$ cat src/common/bgc_pkg.sv
// Constants, register map and bus states for the battery gauge control block.
// Assumes a single 125 MHz clock; sleep time is counted in its cycles, conversion and charge times in 32768 Hz ticks.
package bgc_pkg;

  localparam int CLK_HZ          = 125_000_000;
  localparam int OSC_HZ          = 32_768;
  localparam int OSC_DIV         = CLK_HZ / OSC_HZ;

  localparam int FIRST_CONV_MS   = 125;
  localparam int CONV_MS         = 500;
  localparam int CHARGE_DUE_MS   = 250;
  localparam int SLEEP_MS        = 2500;
  localparam int FIRST_CONV_TICKS = OSC_HZ * FIRST_CONV_MS / 1000;
  localparam int CONV_TICKS       = OSC_HZ * CONV_MS / 1000;
  localparam int CHARGE_DUE_TICKS = OSC_HZ * CHARGE_DUE_MS / 1000;
  localparam int SLEEP_CYC        = (CLK_HZ / 1000) * SLEEP_MS;

  localparam logic [7:0]  REG_VOLT     = 8'h02;
  localparam logic [7:0]  REG_CHARGE   = 8'h04;
  localparam logic [7:0]  REG_MODE     = 8'h06;
  localparam logic [7:0]  REG_REV      = 8'h08;
  localparam logic [7:0]  REG_COMP     = 8'h0C;
  localparam logic [7:0]  REG_CMD      = 8'hFE;

  localparam logic [15:0] COMP_RESET     = 16'h9700;
  localparam logic [15:0] MODE_RESTART   = 16'h4000;
  localparam logic [15:0] CMD_FULL_RESET = 16'h0054;
  localparam logic [6:0]  DEV_ADDR       = 7'h36;

  localparam int VOLT_W   = 12;
  localparam int SAMPLE_W = 13;
  localparam int CHARGE_W = 18;

  typedef enum logic [2:0] {
    ST_IDLE, ST_ADDR, ST_ACK, ST_RX, ST_TX, ST_TX_ACK, ST_TX_LOAD
  } bgc_bus_st_t;

endpackage : bgc_pkg

$ cat src/common/bgc_pin_if.sv
// Conditioned pin levels, edges and the 32 kHz tick passed to the core.
// Assumes producer and consumer share clk.
`timescale 1ns/100ps
interface bgc_pin_if;
  logic scl;
  logic sda;
  logic sel;
  logic scl_rise;
  logic scl_fall;
  logic sda_rise;
  logic sda_fall;
  logic eo_rise;
  logic tick;

  modport cond (output scl, sda, sel, scl_rise, scl_fall, sda_rise, sda_fall, eo_rise, tick);
  modport core (input scl, sda, sel, scl_rise, scl_fall, sda_rise, sda_fall, eo_rise, tick);
endinterface : bgc_pin_if

$ cat src/rtl/bgc_gauge_regs.sv
// Register bank and control of the battery gauge, reached over the two-wire serial bus.
// Assumes an external converter and charge algorithm on clk; bus pins are asynchronous.
// Function
// - Restart on pin rising edge (select pin low, not asleep) or mode write
// - Restart reruns estimate from starting state
// - Power-up estimate seeded by first conversion
// - Select pin high: external clock, oscillator off
// - Both lines low 2.5s enters sleep
// - Line rising edge exits sleep, state kept
// - Command 0054h resets whole device
// - Reset at last bit, no acknowledge
// - Only complete 16-bit writes take effect
// - Unmapped reads return arbitrary data
// - Voltage register holds 12-bit result
// - Step 1.25mV single, 2.50mV dual cell
// - Average 125ms first, then 500ms
// - Charge: percent high byte, fraction low
// - First charge value within 250ms
// - Charge saturates at register limits
// - Mode register write-only, 4000h only
// - Version register returns fixed revision
// - Compensation resets 9700h, feeds algorithm
// - Command register write-only, 0054h only
// - Most significant byte first, even address
// - Answer only target address 0110110
// - Sleep entry between 1.75s and 2.5s
`timescale 1ns/100ps
module bgc_gauge_regs
  import bgc_pkg::*;
#(
  parameter int          OSC_DIV_P   = OSC_DIV,
  parameter int          SLEEP_CYC_P = SLEEP_CYC,
  parameter int          FIRST_TICKS = FIRST_CONV_TICKS,
  parameter int          CONV_TICKS_P = CONV_TICKS,
  parameter int          DUE_TICKS   = CHARGE_DUE_TICKS,
  parameter bit          DUAL_CELL   = 1'b0,
  // Arbitrary revision value.
  parameter logic [15:0] REVISION_ID = 16'h0001
) (
  input  wire logic                       clk,
  input  wire logic                       rst_b,
  input  wire logic                       scl_pin,
  input  wire logic                       sda_in,
  output logic                            sda_out,
  output logic                            sda_oe,
  input  wire logic                       clock_select_pin,
  input  wire logic                       clock_or_restart_pin,
  input  wire logic [SAMPLE_W-1:0]        adc_sample,
  input  wire logic signed [CHARGE_W-1:0] charge_raw,
  input  wire logic                       charge_valid,
  output logic [VOLT_W-1:0]               battery_voltage_result,
  output logic [15:0]                     charge_level_result,
  output logic [15:0]                     model_compensation,
  output logic                            estimate_restart,
  output logic                            first_conversion,
  output logic                            gauge_run,
  output logic                            sleep_active
);

  localparam int FIRST_SHIFT = $clog2(FIRST_TICKS);
  localparam int CONV_SHIFT  = $clog2(CONV_TICKS_P);
  localparam int MAX_SHIFT   = (FIRST_SHIFT > CONV_SHIFT) ? FIRST_SHIFT : CONV_SHIFT;
  localparam int ACC_W       = SAMPLE_W + MAX_SHIFT;
  localparam int CW          = MAX_SHIFT + 1;
  localparam int DUW         = $clog2(DUE_TICKS) + 1;
  localparam int SW          = $clog2(SLEEP_CYC_P) + 1;

  if ((1 << FIRST_SHIFT) != FIRST_TICKS || (1 << CONV_SHIFT) != CONV_TICKS_P) begin : g_chk_pow
    $error("bgc_gauge_regs: conversion periods must be powers of two ticks");
  end
  if (SLEEP_CYC_P < 1 || DUE_TICKS < 1) begin : g_chk_cnt
    $error("bgc_gauge_regs: sleep and charge deadline counts must be positive");
  end

  typedef struct packed {
    bgc_bus_st_t       st;
    logic [2:0]        bit_n;
    logic [7:0]        sh;
    logic              rw;
    logic              addr_phase;
    logic [7:0]        ptr;
    logic [7:0]        hi;
    logic              hi_ok;
    logic [7:0]        snap;
    logic              snap_ok;
    logic              oe;
    logic              ack_on;
    logic [15:0]       comp;
    logic [VOLT_W-1:0] volt;
    logic [15:0]       charge;
    logic              charged;
    logic              first;
    logic [ACC_W-1:0]  acc;
    logic [CW-1:0]     conv_n;
    logic [DUW-1:0]    due_n;
    logic [SW-1:0]     sleep_n;
    logic              sleep;
    logic              restart;
    logic              first_conv;
    logic              por;
  } bgc_core_t;

  // Reset state also raises the restart pulse so the algorithm starts fresh.
  localparam bgc_core_t RST = '{st: ST_IDLE, comp: COMP_RESET, restart: 1'b1, first: 1'b1, default: '0};

  function automatic logic [15:0] reg_word(input logic [7:0] a, input logic [VOLT_W-1:0] v,
                                           input logic [15:0] c, input logic [15:0] k);
    logic [15:0] w;
    w = '0;
    unique case (a)
      REG_VOLT:   w = {{(16 - VOLT_W){1'b0}}, v};
      REG_CHARGE: w = c;
      REG_REV:    w = REVISION_ID;
      REG_COMP:   w = k;
      // write-only read zero; unmapped reads zero
      default:    w = '0;
    endcase
    return w;
  endfunction : reg_word

  function automatic logic [15:0] sat_charge(input logic signed [CHARGE_W-1:0] r);
    logic [15:0] s;
    if (r < 0) begin
      s = '0;
    end else if (r > $signed({{(CHARGE_W - 16){1'b0}}, 16'hFFFF})) begin
      s = 16'hFFFF;
    end else begin
      s = r[15:0];
    end
    return s;
  endfunction : sat_charge

  bgc_pin_if pins ();

  bgc_pin_cond #(
    .DIV (OSC_DIV_P)
  ) u_cond (
    .clk                  (clk),
    .rst_b                (rst_b),
    .scl_pin              (scl_pin),
    .sda_pin              (sda_in),
    .clock_select_pin     (clock_select_pin),
    .clock_or_restart_pin (clock_or_restart_pin),
    .pins                 (pins.cond)
  );

  bgc_core_t            q;
  bgc_core_t            d;
  logic [15:0]          rd_word;
  logic [7:0]           ld_byte;
  logic [7:0]           rx_byte;
  logic [15:0]          wr_word;
  logic [7:0]           wr_addr;
  logic                 restart_req;
  logic                 run;
  logic [ACC_W-1:0]     acc_nx;
  logic [SAMPLE_W-1:0]  avg;

  always_comb begin
    d            = q;
    d.restart    = 1'b0;
    d.first_conv = 1'b0;
    restart_req  = 1'b0;
    run          = ~q.sleep;
    rx_byte      = {q.sh[6:0], pins.sda};
    wr_word      = {q.hi, rx_byte};
    wr_addr      = {q.ptr[7:1], 1'b0};
    acc_nx       = q.acc + ACC_W'(adc_sample);
    avg          = '0;
    // high byte at even address, sent first
    rd_word = reg_word(wr_addr, q.volt, q.charge, q.comp);
    ld_byte = q.ptr[0] ? (q.snap_ok ? q.snap : rd_word[7:0]) : rd_word[15:8];

    if (!pins.scl && !pins.sda) begin
      if (q.sleep_n == SW'(SLEEP_CYC_P - 1)) begin
        d.sleep = 1'b1;
      end else begin
        d.sleep_n = q.sleep_n + SW'(1);
      end
    end else begin
      d.sleep_n = '0;
    end
    if (pins.scl_rise || pins.sda_rise) begin
      d.sleep = 1'b0;
    end

    if (pins.scl && pins.sda_fall) begin
      d.st    = ST_ADDR;
      d.bit_n = '0;
      d.oe    = 1'b0;
    end else if (pins.scl && pins.sda_rise) begin
      d.st    = ST_IDLE;
      d.oe    = 1'b0;
      d.hi_ok = 1'b0;
    end else begin
      unique case (q.st)
        ST_IDLE: begin
        end
        ST_ADDR, ST_RX: begin
          if (pins.scl_rise) begin
            d.sh    = rx_byte;
            d.bit_n = q.bit_n + 3'd1;
            if (q.bit_n == 3'd7) begin
              d.st     = ST_ACK;
              d.ack_on = 1'b0;
              if (q.st == ST_ADDR) begin
                if (rx_byte[7:1] == DEV_ADDR) begin
                  d.rw         = rx_byte[0];
                  d.addr_phase = ~rx_byte[0];
                end else begin
                  d.st = ST_IDLE;
                end
              end else if (q.addr_phase) begin
                d.ptr        = rx_byte;
                d.addr_phase = 1'b0;
                d.hi_ok      = 1'b0;
                d.snap_ok    = 1'b0;
              end else if (!q.ptr[0]) begin
                d.hi    = rx_byte;
                d.hi_ok = 1'b1;
                d.ptr   = q.ptr + 8'd1;
              end else begin
                d.hi_ok = 1'b0;
                d.ptr   = q.ptr + 8'd1;
                if (q.hi_ok) begin
                  if (wr_addr == REG_COMP) begin
                    d.comp = wr_word;
                  end
                  if (wr_addr == REG_MODE && wr_word == MODE_RESTART) begin
                    restart_req = 1'b1;
                  end
                  if (wr_addr == REG_CMD && wr_word == CMD_FULL_RESET) begin
                    d.por = 1'b1;
                    d.st  = ST_IDLE;
                  end
                end
              end
            end
          end
        end
        ST_ACK: begin
          if (pins.scl_fall) begin
            if (!q.ack_on) begin
              d.oe     = 1'b1;
              d.ack_on = 1'b1;
            end else begin
              d.ack_on = 1'b0;
              d.bit_n  = '0;
              if (q.rw) begin
                d.st   = ST_TX;
                d.sh   = ld_byte;
                d.oe   = ~ld_byte[7];
                d.ptr  = q.ptr + 8'd1;
                if (!q.ptr[0]) begin
                  d.snap    = rd_word[7:0];
                  d.snap_ok = 1'b1;
                end
              end else begin
                d.st = ST_RX;
                d.oe = 1'b0;
              end
            end
          end
        end
        ST_TX: begin
          if (pins.scl_fall) begin
            if (q.bit_n == 3'd7) begin
              d.oe = 1'b0;
              d.st = ST_TX_ACK;
            end else begin
              d.bit_n = q.bit_n + 3'd1;
              d.sh    = {q.sh[6:0], 1'b0};
              d.oe    = ~q.sh[6];
            end
          end
        end
        ST_TX_ACK: begin
          if (pins.scl_rise) begin
            d.st = pins.sda ? ST_IDLE : ST_TX_LOAD;
          end
        end
        ST_TX_LOAD: begin
          if (pins.scl_fall) begin
            d.st    = ST_TX;
            d.bit_n = '0;
            d.sh    = ld_byte;
            d.oe    = ~ld_byte[7];
            d.ptr   = q.ptr + 8'd1;
            if (!q.ptr[0]) begin
              d.snap    = rd_word[7:0];
              d.snap_ok = 1'b1;
            end
          end
        end
      endcase
    end

    if (run && pins.tick) begin
      d.acc = acc_nx;
      if (q.conv_n == (q.first ? CW'(FIRST_TICKS - 1) : CW'(CONV_TICKS_P - 1))) begin
        avg = q.first ? SAMPLE_W'(acc_nx >> FIRST_SHIFT) : SAMPLE_W'(acc_nx >> CONV_SHIFT);
        if (DUAL_CELL) begin
          d.volt = avg[SAMPLE_W-1:1];
        end else begin
          d.volt = avg[SAMPLE_W-1] ? {VOLT_W{1'b1}} : avg[VOLT_W-1:0];
        end
        d.first_conv = q.first;
        d.first      = 1'b0;
        d.acc        = '0;
        d.conv_n     = '0;
      end else begin
        d.conv_n = q.conv_n + CW'(1);
      end
    end

    if (run && charge_valid) begin
      d.charge  = sat_charge(charge_raw);
      d.charged = 1'b1;
    end else if (run && pins.tick && !q.charged) begin
      if (q.due_n == DUW'(DUE_TICKS - 1)) begin
        d.charge  = sat_charge(charge_raw);
        d.charged = 1'b1;
      end else begin
        d.due_n = q.due_n + DUW'(1);
      end
    end

    if (restart_req || (run && pins.eo_rise)) begin
      d.restart = 1'b1;
      d.first   = 1'b1;
      d.acc     = '0;
      d.conv_n  = '0;
      d.due_n   = '0;
      d.charged = 1'b0;
    end

    if (q.por) begin
      d = RST;
    end
  end

  always_ff @(posedge clk or negedge rst_b) begin
    if (!rst_b) begin
      q <= RST;
    end else begin
      q <= d;
    end
  end

  assign sda_out                = 1'b0;
  assign sda_oe                 = q.oe;
  assign battery_voltage_result = q.volt;
  assign charge_level_result    = q.charge;
  assign model_compensation     = q.comp;
  assign estimate_restart       = q.restart;
  assign first_conversion       = q.first_conv;
  assign gauge_run              = ~q.sleep;
  assign sleep_active           = q.sleep;

endmodule : bgc_gauge_regs

$ cat src/rtl/bgc_pin_cond.sv
// Pin synchronisers, edge detection and the 32 kHz time base.
// Assumes all pins are asynchronous to clk.
`timescale 1ns/100ps
module bgc_pin_cond
  import bgc_pkg::*;
#(
  parameter int DIV = OSC_DIV
) (
  input  wire logic clk,
  input  wire logic rst_b,
  input  wire logic scl_pin,
  input  wire logic sda_pin,
  input  wire logic clock_select_pin,
  input  wire logic clock_or_restart_pin,
  bgc_pin_if.cond   pins
);

  localparam int DW = $clog2(DIV);

  if (DIV < 2) begin : g_chk
    $error("bgc_pin_cond: DIV must be at least 2");
  end

  typedef struct packed {
    logic [1:0]    s_scl;
    logic [1:0]    s_sda;
    logic [1:0]    s_sel;
    logic [1:0]    s_eo;
    logic          scl_p;
    logic          sda_p;
    logic          eo_p;
    logic [DW-1:0] div;
    logic          tick;
  } bgc_cond_t;

  localparam bgc_cond_t RST = '{s_scl: 2'b11, s_sda: 2'b11, scl_p: 1'b1, sda_p: 1'b1, default: '0};

  bgc_cond_t q;
  bgc_cond_t d;

  always_comb begin
    d       = q;
    d.s_scl = {q.s_scl[0], scl_pin};
    d.s_sda = {q.s_sda[0], sda_pin};
    d.s_sel = {q.s_sel[0], clock_select_pin};
    d.s_eo  = {q.s_eo[0], clock_or_restart_pin};
    d.scl_p = q.s_scl[1];
    d.sda_p = q.s_sda[1];
    d.eo_p  = q.s_eo[1];
    d.tick  = 1'b0;
    if (q.s_sel[1]) begin
      d.div  = '0;
      d.tick = q.s_eo[1] & ~q.eo_p;
    end else if (q.div == DW'(DIV - 1)) begin
      d.div  = '0;
      d.tick = 1'b1;
    end else begin
      d.div = q.div + DW'(1);
    end
  end

  always_ff @(posedge clk or negedge rst_b) begin
    if (!rst_b) begin
      q <= RST;
    end else begin
      q <= d;
    end
  end

  assign pins.scl      = q.s_scl[1];
  assign pins.sda      = q.s_sda[1];
  assign pins.sel      = q.s_sel[1];
  assign pins.scl_rise = q.s_scl[1] & ~q.scl_p;
  assign pins.scl_fall = ~q.s_scl[1] & q.scl_p;
  assign pins.sda_rise = q.s_sda[1] & ~q.sda_p;
  assign pins.sda_fall = ~q.s_sda[1] & q.sda_p;
  // restart edge only without external clock
  assign pins.eo_rise  = q.s_eo[1] & ~q.eo_p & ~q.s_sel[1];
  assign pins.tick     = q.tick;

endmodule : bgc_pin_cond

$ cat config.mk
export PLATFORM = sky130hd
export DESIGN_NAME = bgc_gauge_regs
export DESIGN_NICKNAME = d
export VERILOG_FILES = /design/src/common/bgc_pkg.sv /design/src/common/bgc_pin_if.sv /design/src/rtl/bgc_gauge_regs.sv /design/src/rtl/bgc_pin_cond.sv
export SDC_FILE = /design/constraint.sdc
export NUM_CORES = 1
export LEC_CHECK = 0
export BUFFER_PORTS_ARGS = -buffer_cell sky130_fd_sc_hd__buf_2
export CORE_UTILIZATION = 56
export DETAILED_ROUTE_END_ITERATION = 8
export PLACE_DENSITY = 0.75
export SLEW_MARGIN = 20
export SYNTH_ARGS = -nofsm -noshare
export SYNTH_HDL_FRONTEND = slang
export SYNTH_SLANG_ARGS = --single-unit
$ cat constraint.sdc
create_clock -name clk -period 5.2 [get_ports clk]
set_input_delay 0 -clock clk [delete_from_list [all_inputs] [get_ports clk]]
set_output_delay 0 -clock clk [all_outputs]
set_load 0.02 [all_outputs]
==> tab_implementation.tex, run 1 <==
\begin{tabular}{lr}
\hline
Metric & Value \\
\hline
\multicolumn{2}{l}{\textbf{Placed design}} \\
Placed inst area & 12000 sq um \\
Final weighted congestion in routability-driven placement & 0.937 \\
DP Wirelength & 19500 um \\
IO buf count & 86 \\
\multicolumn{2}{l}{\textbf{Clock tree}} \\
Clock slew at reported path FFs & 0.06 ns \\
Clock tree root buffer cell & sky130\_fd\_sc\_hd\_\_clkbuf\_16 \\
Clock insertion delay at the later pin of the skew report & 0.51 ns \\
Post\_cts resized & 0 \\
Number of buffers on the longest clock path & 3 \\
CTS tree & yes \\
\# Post-CTS Setup Buffers & 0 \\
Number of H-tree branching levels & 1 \\
Clock sink count & 203 \\
Post-CTS Hold Fix Bufs & 54 \\
Number of buffers added by the clock tree synthesis step & 23 \\
\multicolumn{2}{l}{\textbf{Power and ir drop}} \\
Net switching fraction of the power & 30.6\% \\
Maximum resistive drop on vdd & 298 uV \\
Internal power summed over all cells & 3.30 mW \\
Total power divided by cell area & 355 nW/um\^{}2 \\
Sequential group share of total power & 40.5\% \\
Power share of the clock group & 38.7\% \\
Combinational Power Share & 20.8\% \\
Leak & 5.64 nW \\
Total net switching power & 1.45 mW \\
\multicolumn{2}{l}{\textbf{Timing}} \\
Worst clock skew & 0.00806 ns \\
Slew Limit Fails & 0 \\
Maximum achievable frequency & 0.300 GHz \\
Setup Viol. Count Final & 0 \\
Final hold violation count & 0 \\
Worst-margin pin slew & 1.04 ns \\
Relative slew slack & 30.5\% \\
Total Negative Setup Slacks & 0 ns \\
Shortest period the worst path allows & 3.33 ns \\
Setup repair after global routing missed its margin & false \\
Crit share post-route & 64.1\% \\
\multicolumn{2}{l}{\textbf{Synthesis}} \\
Cell variety after synth & 89 \\
Post-synthesis cell type with the largest combined area & sky130\_fd\_sc\_hd\_\_dfrtp\_1 \\
Largest cells by area after synthesis & sky130\_fd\_sc\_hd\_\_dfrtp\_1 40\%, sky130\_fd\_sc\_hd\_\_nand2\_1 5.4\%, sky130\_fd\_sc\_hd\_\_o21ai\_0 5.0\% \\
Portion of the post-synthesis area used by sequential elements & 43.2\% \\
Post-Syn Nets & 1404 \\
Average cell area after synthesis & 8.78 sq um \\
Syn Inst Count & 1344 \\
Yosys warning count & 0 \\
Share of Yosys cell area claimed by the top area cell type & 40.3\% \\
Number of enable-type register cells in the synthesized netlist & 0 \\
Dominant synthesized flop cell & sky130\_fd\_sc\_hd\_\_dfrtp\_1 \\
Share of synthesized registers carrying an async set or reset & 100\% \\
Mapped Area & 11800 sq um \\
Flip-flop and latch count after synthesis & 203 \\
\multicolumn{2}{l}{\textbf{Floorplanning}} \\
Cell Rows & 52 \\
Die height & 147 um \\
Die Span X & 147 um \\
Die ar. & 21600 sq um \\
Placeable core region & 20400 sq um \\
Initial standard-cell utilization of the core & 57.7\% \\
Num ports & 88 \\
\multicolumn{2}{l}{\textbf{Worst hold path}} \\
Hold Startpoint & adc\_sample[8] \\
Min-Delay Path Class & in -> reg \\
Worst hold path endpoint & q[71] \\
Number of cells on the worst hold path & 4 \\
\multicolumn{2}{l}{\textbf{Outcome}} \\
Result of the run & completed \\
\multicolumn{2}{l}{\textbf{Run}} \\
Max Cap Violations & 0 \\
\multicolumn{2}{l}{\textbf{Route}} \\
Iteration-0 DRC Markers & 747 \\
Antenna Violating Nets Remaining & 0 \\
Wire per inst & 18.0 um \\
Remaining routing DRC violations & 0 \\
Final routed wirelength across all metal layers & 30300 um \\
Via Count & 10200 \\
Via density per instance & 6.07 \\
First-pass iteration count of the detailed router & 6 \\
\multicolumn{2}{l}{\textbf{Layout}} \\
Final net count & 1455 \\
Summed area of non-filler cells in the final layout & 13400 sq um \\
N\_diodes & 0 \\
Share of layout cells above drive strength 1 & 12.9\% \\
Layout overhead on the synthesized area & 13.4\% \\
Layout fillers & 1657 \\
\multicolumn{2}{l}{\textbf{Setup path}} \\
Crit Reg-Reg Startpoint & q[174] \\
Required time worst endpoint & 5.60 ns \\
CP arrival & 3.74 ns \\
Critical path launch point type & flop \\
Setup slack of the most critical reg-to-reg path & 1.87 ns \\
Capturing element type of the critical path & flop \\
Worst-path maximum fanout & 24 \\
Reg2reg end & q[81] \\
Crit path launch & q[174] \\
R2r worst-path depth & 9 \\
CP Class & reg -> reg \\
\multicolumn{2}{l}{\textbf{Global route}} \\
GR Overflow Total & 0 \\
GRT Total Usage & 28.4\% \\
Number of antenna violations at the first check in global routing & 0 \\
Number of global-route vias before repair & 9807 \\
Largest net degree at the start of global routing & 75 \\
Wire length of the first global-routing pass & 50300 um \\
\hline
\end{tabular}
==> registers in the layout, summed over array words and instances (netlist names) <==
signal,flops
estimate_restart,1
first_conversion,1
u_cond.pins.sda,1
u_cond.q,15
model_compensation,16
q,131
u_cond.pins.sel,1
u_cond.d,5
u_cond.pins.scl,1
sleep_active,1
sda_oe,1
u_cond.pins.tick,1
battery_voltage_result,12
charge_level_result,16
==> synthesized netlist by cell type, types with 5 or more instances <==
library cell                 n
sky130_fd_sc_hd__nor2_1    149
sky130_fd_sc_hd__o21ai_0   119
sky130_fd_sc_hd__ha_1       21
sky130_fd_sc_hd__o21ai_1     6
sky130_fd_sc_hd__dfstp_2    13
sky130_fd_sc_hd__clkbuf_1   57
sky130_fd_sc_hd__a21o_1      5
sky130_fd_sc_hd__nor4_1     11
sky130_fd_sc_hd__xor2_1     36
sky130_fd_sc_hd__a21oi_1    80
sky130_fd_sc_hd__nor3_1     34
sky130_fd_sc_hd__and3_1     22
sky130_fd_sc_hd__nand3_1    41
sky130_fd_sc_hd__buf_2      10
sky130_fd_sc_hd__o41ai_1     5
sky130_fd_sc_hd__mux2i_1    30
sky130_fd_sc_hd__or3_1      33
sky130_fd_sc_hd__a211oi_2    5
sky130_fd_sc_hd__dfrtp_1   190
sky130_fd_sc_hd__a31oi_1    14
sky130_fd_sc_hd__nor2b_1    13
sky130_fd_sc_hd__xnor2_1    26
sky130_fd_sc_hd__a22o_1      8
sky130_fd_sc_hd__o211ai_1    6
sky130_fd_sc_hd__buf_4      49
sky130_fd_sc_hd__a211oi_1   15
sky130_fd_sc_hd__inv_1      20
sky130_fd_sc_hd__o31ai_1    16
sky130_fd_sc_hd__nand2_1   171
sky130_fd_sc_hd__nand2b_1   11
sky130_fd_sc_hd__and4_1     10
sky130_fd_sc_hd__nand4_1    16
==> cell usage in the layout, fill, tap and decap left out, drive strengths merged, types with 18 or more instances in the layout <==
master and instances:
dfrtp 190, nand2 171, nor2 150, o21ai 126, buf 92, a21oi 81, dlygate4sd3 54, nand3 42
xor2 37, nor3 35, or3 33, clkbuf 33, mux2i 30, xnor2 26, and3 22, ha 21
inv 21, a211oi 20, o31ai 18
==> worst max-delay path, cell delays in order, from the launching register on <==
cell and delay, ns:
sky130_fd_sc_hd__dfrtp_1 0.36, sky130_fd_sc_hd__ha_1 0.15, sky130_fd_sc_hd__ha_1 0.28, sky130_fd_sc_hd__nand3b_1 0.18, sky130_fd_sc_hd__nor3_2 0.38, sky130_fd_sc_hd__and4_1 0.42, sky130_fd_sc_hd__or3_1 0.77, sky130_fd_sc_hd__or2_4 0.42
sky130_fd_sc_hd__nor2_1 0.07, sky130_fd_sc_hd__a22o_1 0.17
==> worst max-delay path by stage <==
stage	slack, ns	to
2_1_floorplan	2.60	battery_voltage_result[2]
3_3_place_gp	1.97	q[81]
3_5_place_dp	1.96	q[81]
4_1_cts	1.94	q[81]
5_1_grt	1.67	q[81]
6_report	1.87	q[81]
==> layout make-up <==
| class | count | area (sq um) | share of cell area [%] |
|---|---|---|---|
| Clock buffer | 32 | 649 | 4.86 |
| Clock inverter | 10 | 204 | 1.53 |
| Inverter | 21 | 78.8 | 0.589 |
| Multi-Input combinational cell | 999 | 5970 | 44.7 |
| Sequential cell | 203 | 5100 | 38.1 |
| Tap cell | 270 | 338 | 2.53 |
| Timing Repair Buffer | 147 | 1030 | 7.72 |
==> cells by family after synthesis <==
family                   Yosys count  synth area share, %
buffers and inverters            142                 6.31
flip-flops                       203                 43.2
adder cells (fa/ha/maj)           22                 2.40
other                              1               0.0318
XOR/XNOR                          63                 4.74
AO/OA/AOI/OAI                    329                 17.7
AND/OR/NAND/NOR                  552                 22.9
multiplexers                      32                 2.74
==> power groups by stage <==
stage	registers, mW	clock network [mW]	logic, mW
6_report	1.92	1.84	0.987
5_1_grt	1.94	1.92	1.11
4_1_cts	1.91	1.86	0.979
3_5_place_dp	1.94	0	0.943
3_3_place_gp	1.93	0	0.917
2_1_floorplan	1.84	0	0.787
==> per-stage QoR <==
| step | std cells | total power, mW | setup WS (ns) | utilization [%] | hold slack [ns] |
|---|---|---|---|---|---|
| floorplan | 1344 | 2.63 | 2.60 | - | -0.296 |
| global placement | 1586 | 2.85 | 1.97 | 58.6 | 0.0333 |
| detailed placement | 1586 | 2.88 | 1.96 | 58.6 | 0.0293 |
| CTS | 1682 | 4.76 | 1.94 | 65.4 | 0.00134 |
| global route | 1682 | 4.98 | 1.67 | 65.5 | 0.0518 |
| finish | 1682 | 4.75 | 1.87 | 65.5 | 0.00772 |
==> layer usage <==
layer  vias to the layer above  GRT usage (%)  share of wire [%]
met5                         -              0                  0
met4                         0           9.74                2.9
met3                        76           4.57                6.2
met2                       372           44.9                 47
met1                      4944           39.7                 44
li1                       4824              -                  -
Note: power is estimated with default switching activity, not from simulation.
==> run 2: changes to the inputs <==
- CORE_UTILIZATION: 56 -> 55
- PLACE_DENSITY: 0.75 -> 0.77
- clock period: 5.2 -> 3.05 ns (I/O delays scaled with it)
==> tab_implementation.tex, run 2 (synthesis results as in run 1) <==
\begin{tabular}{lr}
\hline
Metric & Value \\
\hline
\multicolumn{2}{l}{\textbf{Route}} \\
Final routed wirelength across all metal layers & 29900 um (-1.0\%) \\
Via Count & 10300 (+0.42\%) \\
Iteration-0 DRC Markers & 709 (-5.1\%) \\
Wire per inst & 17.6 um (-1.9\%) \\
First-pass iteration count of the detailed router & 5 (-1) \\
Remaining routing DRC violations & 0 (unchanged) \\
Antenna Violating Nets Remaining & 0 (unchanged) \\
Via density per instance & 6.05 (-0.47\%) \\
\multicolumn{2}{l}{\textbf{Floorplanning}} \\
Initial standard-cell utilization of the core & 56.1\% (-1.6 points) \\
Die height & 148 um (+0.89\%) \\
Num ports & 88 (unchanged) \\
Die Span X & 148 um (+0.89\%) \\
Placeable core region & 21000 sq um (+2.9\%) \\
Cell Rows & 53 (+1.9\%) \\
Die ar. & 22000 sq um (+1.8\%) \\
\multicolumn{2}{l}{\textbf{Placed design}} \\
DP Wirelength & 20100 um (+3.5\%) \\
IO buf count & 86 (unchanged) \\
Pre-CTS WS & 0.208 ns (-1.75 ns) \\
Final weighted congestion in routability-driven placement & 0.935 (-0.26\%) \\
\multicolumn{2}{l}{\textbf{Timing}} \\
Slew Limit Fails & 0 (unchanged) \\
Worst clock skew & 0.0118 ns (+0.00376 ns) \\
Worst hold slack & 0.00496 ns (-0.00276 ns) \\
Setup repair after global routing missed its margin & false \\
Setup Viol. Count Final & 0 (unchanged) \\
Crit share post-route & 94.0\% (+30 points) \\
Relative slew slack & 43.8\% (+13 points) \\
Fin worst setup slack & 0.184 ns (-1.68 ns) \\
Maximum achievable frequency & 0.349 GHz (+16\%) \\
Final hold violation count & 0 (unchanged) \\
Total Negative Setup Slacks & 0 ns (unchanged) \\
Shortest period the worst path allows & 2.87 ns (-0.465 ns) \\
Worst-margin pin slew & 0.843 ns (-0.199 ns) \\
\multicolumn{2}{l}{\textbf{Outcome}} \\
Result of the run & completed \\
\multicolumn{2}{l}{\textbf{Setup path}} \\
Capturing element type of the critical path & flop \\
Stages on the worst setup path & 9 (unchanged) \\
Critical path launch point type & flop \\
Setup slack of the most critical reg-to-reg path & 0.18 ns (-1.68 ns) \\
Worst-path maximum fanout & 6 (-75\%) \\
Category of cells accounting for the largest share of critical-path delay & compound AO/OA/AOI/OAI gates \\
CP Class & reg -> reg \\
CP arrival & 3.24 ns (-0.50 ns) \\
Crit path largest cell delay & 0.44 ns (-0.33 ns) \\
Crit Reg-Reg Startpoint & q[63] \\
Standard cell with the maximum stage delay on the critical path & sky130\_fd\_sc\_hd\_\_fa\_1 \\
Required time worst endpoint & 3.42 ns (-2.18 ns) \\
Crit path launch & q[63] \\
Cells along the critical path & ha\_1, fa\_1, a211oi\_1, o21ai\_2, o211ai\_1, a31oi\_1, or3\_1, a21oi\_1, o41ai\_1 \\
Worst setup path endpoint & battery\_voltage\_result[10] \\
Worst Path Buf+Inv & 0 (unchanged) \\
R2r worst-path depth & 9 (unchanged) \\
Reg2reg end & battery\_voltage\_result[10] \\
\multicolumn{2}{l}{\textbf{Layout}} \\
Most frequent standard cell in the layout excluding fill and tap cells & sky130\_fd\_sc\_hd\_\_dfrtp\_1 \\
Most flop-heavy register & q \\
Share of layout cells above drive strength 1 & 14.7\% (+1.8 points) \\
Layout overhead on the synthesized area & 12.8\% \\
Flip-flop count of the largest register, all copies and words added & 131 (unchanged) \\
N\_diodes & 0 (unchanged) \\
Highest-count cells in the layout ignoring fill and taps & 189 x sky130\_fd\_sc\_hd\_\_dfrtp\_1, 171 x sky130\_fd\_sc\_hd\_\_nand2\_1, 149 x sky130\_fd\_sc\_hd\_\_nor2\_1 \\
Final net count & 1466 (+0.76\%) \\
\multicolumn{2}{l}{\textbf{Run}} \\
Max Cap Violations & 0 (unchanged) \\
\multicolumn{2}{l}{\textbf{Clock tree}} \\
Number of buffers added by the clock tree synthesis step & 23 (unchanged) \\
Clock slew at reported path FFs & 0.06 ns (about the same) \\
Number of H-tree branching levels & 1 (unchanged) \\
Clock tree root buffer cell & sky130\_fd\_sc\_hd\_\_clkbuf\_16 \\
Clock sink count & 203 (unchanged) \\
Clock insertion delay at the later pin of the skew report & 0.51 ns (about the same) \\
Number of buffers on the longest clock path & 3 (unchanged) \\
CTS tree & yes \\
\multicolumn{2}{l}{\textbf{Power and ir drop}} \\
Leak & 5.68 nW (+0.66\%) \\
Total power & 7.76 mW (+63\%) \\
Total power divided by cell area & 583 nW/um\^{}2 (+64\%) \\
Maximum resistive drop on vdd & 371 uV (+25\%) \\
\multicolumn{2}{l}{\textbf{Worst hold path}} \\
Min-Delay Path Class & in -> reg \\
\multicolumn{2}{l}{\textbf{Global route}} \\
Number of global-route vias before repair & 9913 (+1.1\%) \\
Largest net degree at the start of global routing & 101 (+35\%) \\
GR Overflow Total & 0 (unchanged) \\
GRT Total Usage & 27.5\% (-0.86 points) \\
Number of antenna violations at the first check in global routing & 2 (+2) \\
Wire length of the first global-routing pass & 49200 um (-2.2\%) \\
\hline
\end{tabular}
-- run 2: cell count changes in the layout (fill, tap and decap cells not counted), moves of 3 or more --
cell,before,now
sky130_fd_sc_hd__buf_4,7,39
sky130_fd_sc_hd__dlygate4sd3_1,54,32
sky130_fd_sc_hd__clkbuf_1,5,10
sky130_fd_sc_hd__clkbuf_8,5,1
sky130_fd_sc_hd__bufinv_16,6,3
-- run 2: worst register-to-register path, delay by kind of cell (launching register included) --
family / cells / cell delay (ns)
AO/OA/AOI/OAI: 6 / 1.34
adder cells (fa/ha/maj): 2 / 0.65
flip-flops: 1 / 0.38
AND/OR/NAND/NOR: 1 / 0.36
-- run 2: metrics by stage --
stage	cells	utilization (%)	area, sq um
after global placement	1624	58.2	12200
after CTS	1697	63.2	13300
after global routing	1697	63.3	13300
after floorplan	1344	-	11800
after detailed placement	1624	58.2	12200
final	1697	63.3	13300
-- run 2: area by class of cell --
cell class / instances / area [sq um]
fillers: 1696 / 7720
multi-input cells: 999 / 5980
flip-flops and latches: 203 / 5100
repair buffers: 158 / 1070
clock buffers: 33 / 613
well taps: 275 / 344
clock inverters: 8 / 119
inverters: 21 / 78.8
-- run 2: where the power goes --
group	internal (mW)	leakage [nW]	switching [mW]	total [mW]
Sequential	2.94	2.66	0.273	3.21
Clock	1.65	0.357	1.11	2.76
Combinational	0.715	2.66	1.07	1.79
-- run 2: worst min-delay path by stage --
| stage | from | end | slack (ns) | cells after the start |
|---|---|---|---|---|
| 4_1_cts | charge_raw[16] | charge_level_result[11] | 0.0007 | 4 |
| 2_1_floorplan | rst_b | battery_voltage_result[0] | -0.30 | 0 |
| 6_report | adc_sample[9] | q[72] | 0.005 | 4 |
| 5_1_grt | charge_raw[16] | charge_level_result[11] | 0.05 | 4 |
| 3_3_place_gp | sda_in | u_cond.d[21] | 0.11 | 1 |
| 3_5_place_dp | scl_pin | u_cond.d[23] | 0.11 | 1 |
-- run 2: layer usage --
metal	up-vias	GRT usage [%]	share of wire, %
li1	4850	-	-
met1	4988	37.6	44
met2	337	44.1	46
met3	84	4.08	5.7
met4	0	10.8	3.9
met5	-	0	0
-- run 2: what timing repair did --
action,CTS,global route
hold buffers,32,0
buffers inserted,0,0
setup endpoints to repair,0,6
resized for setup,0,1
endpoints found under the hold margin,115,0
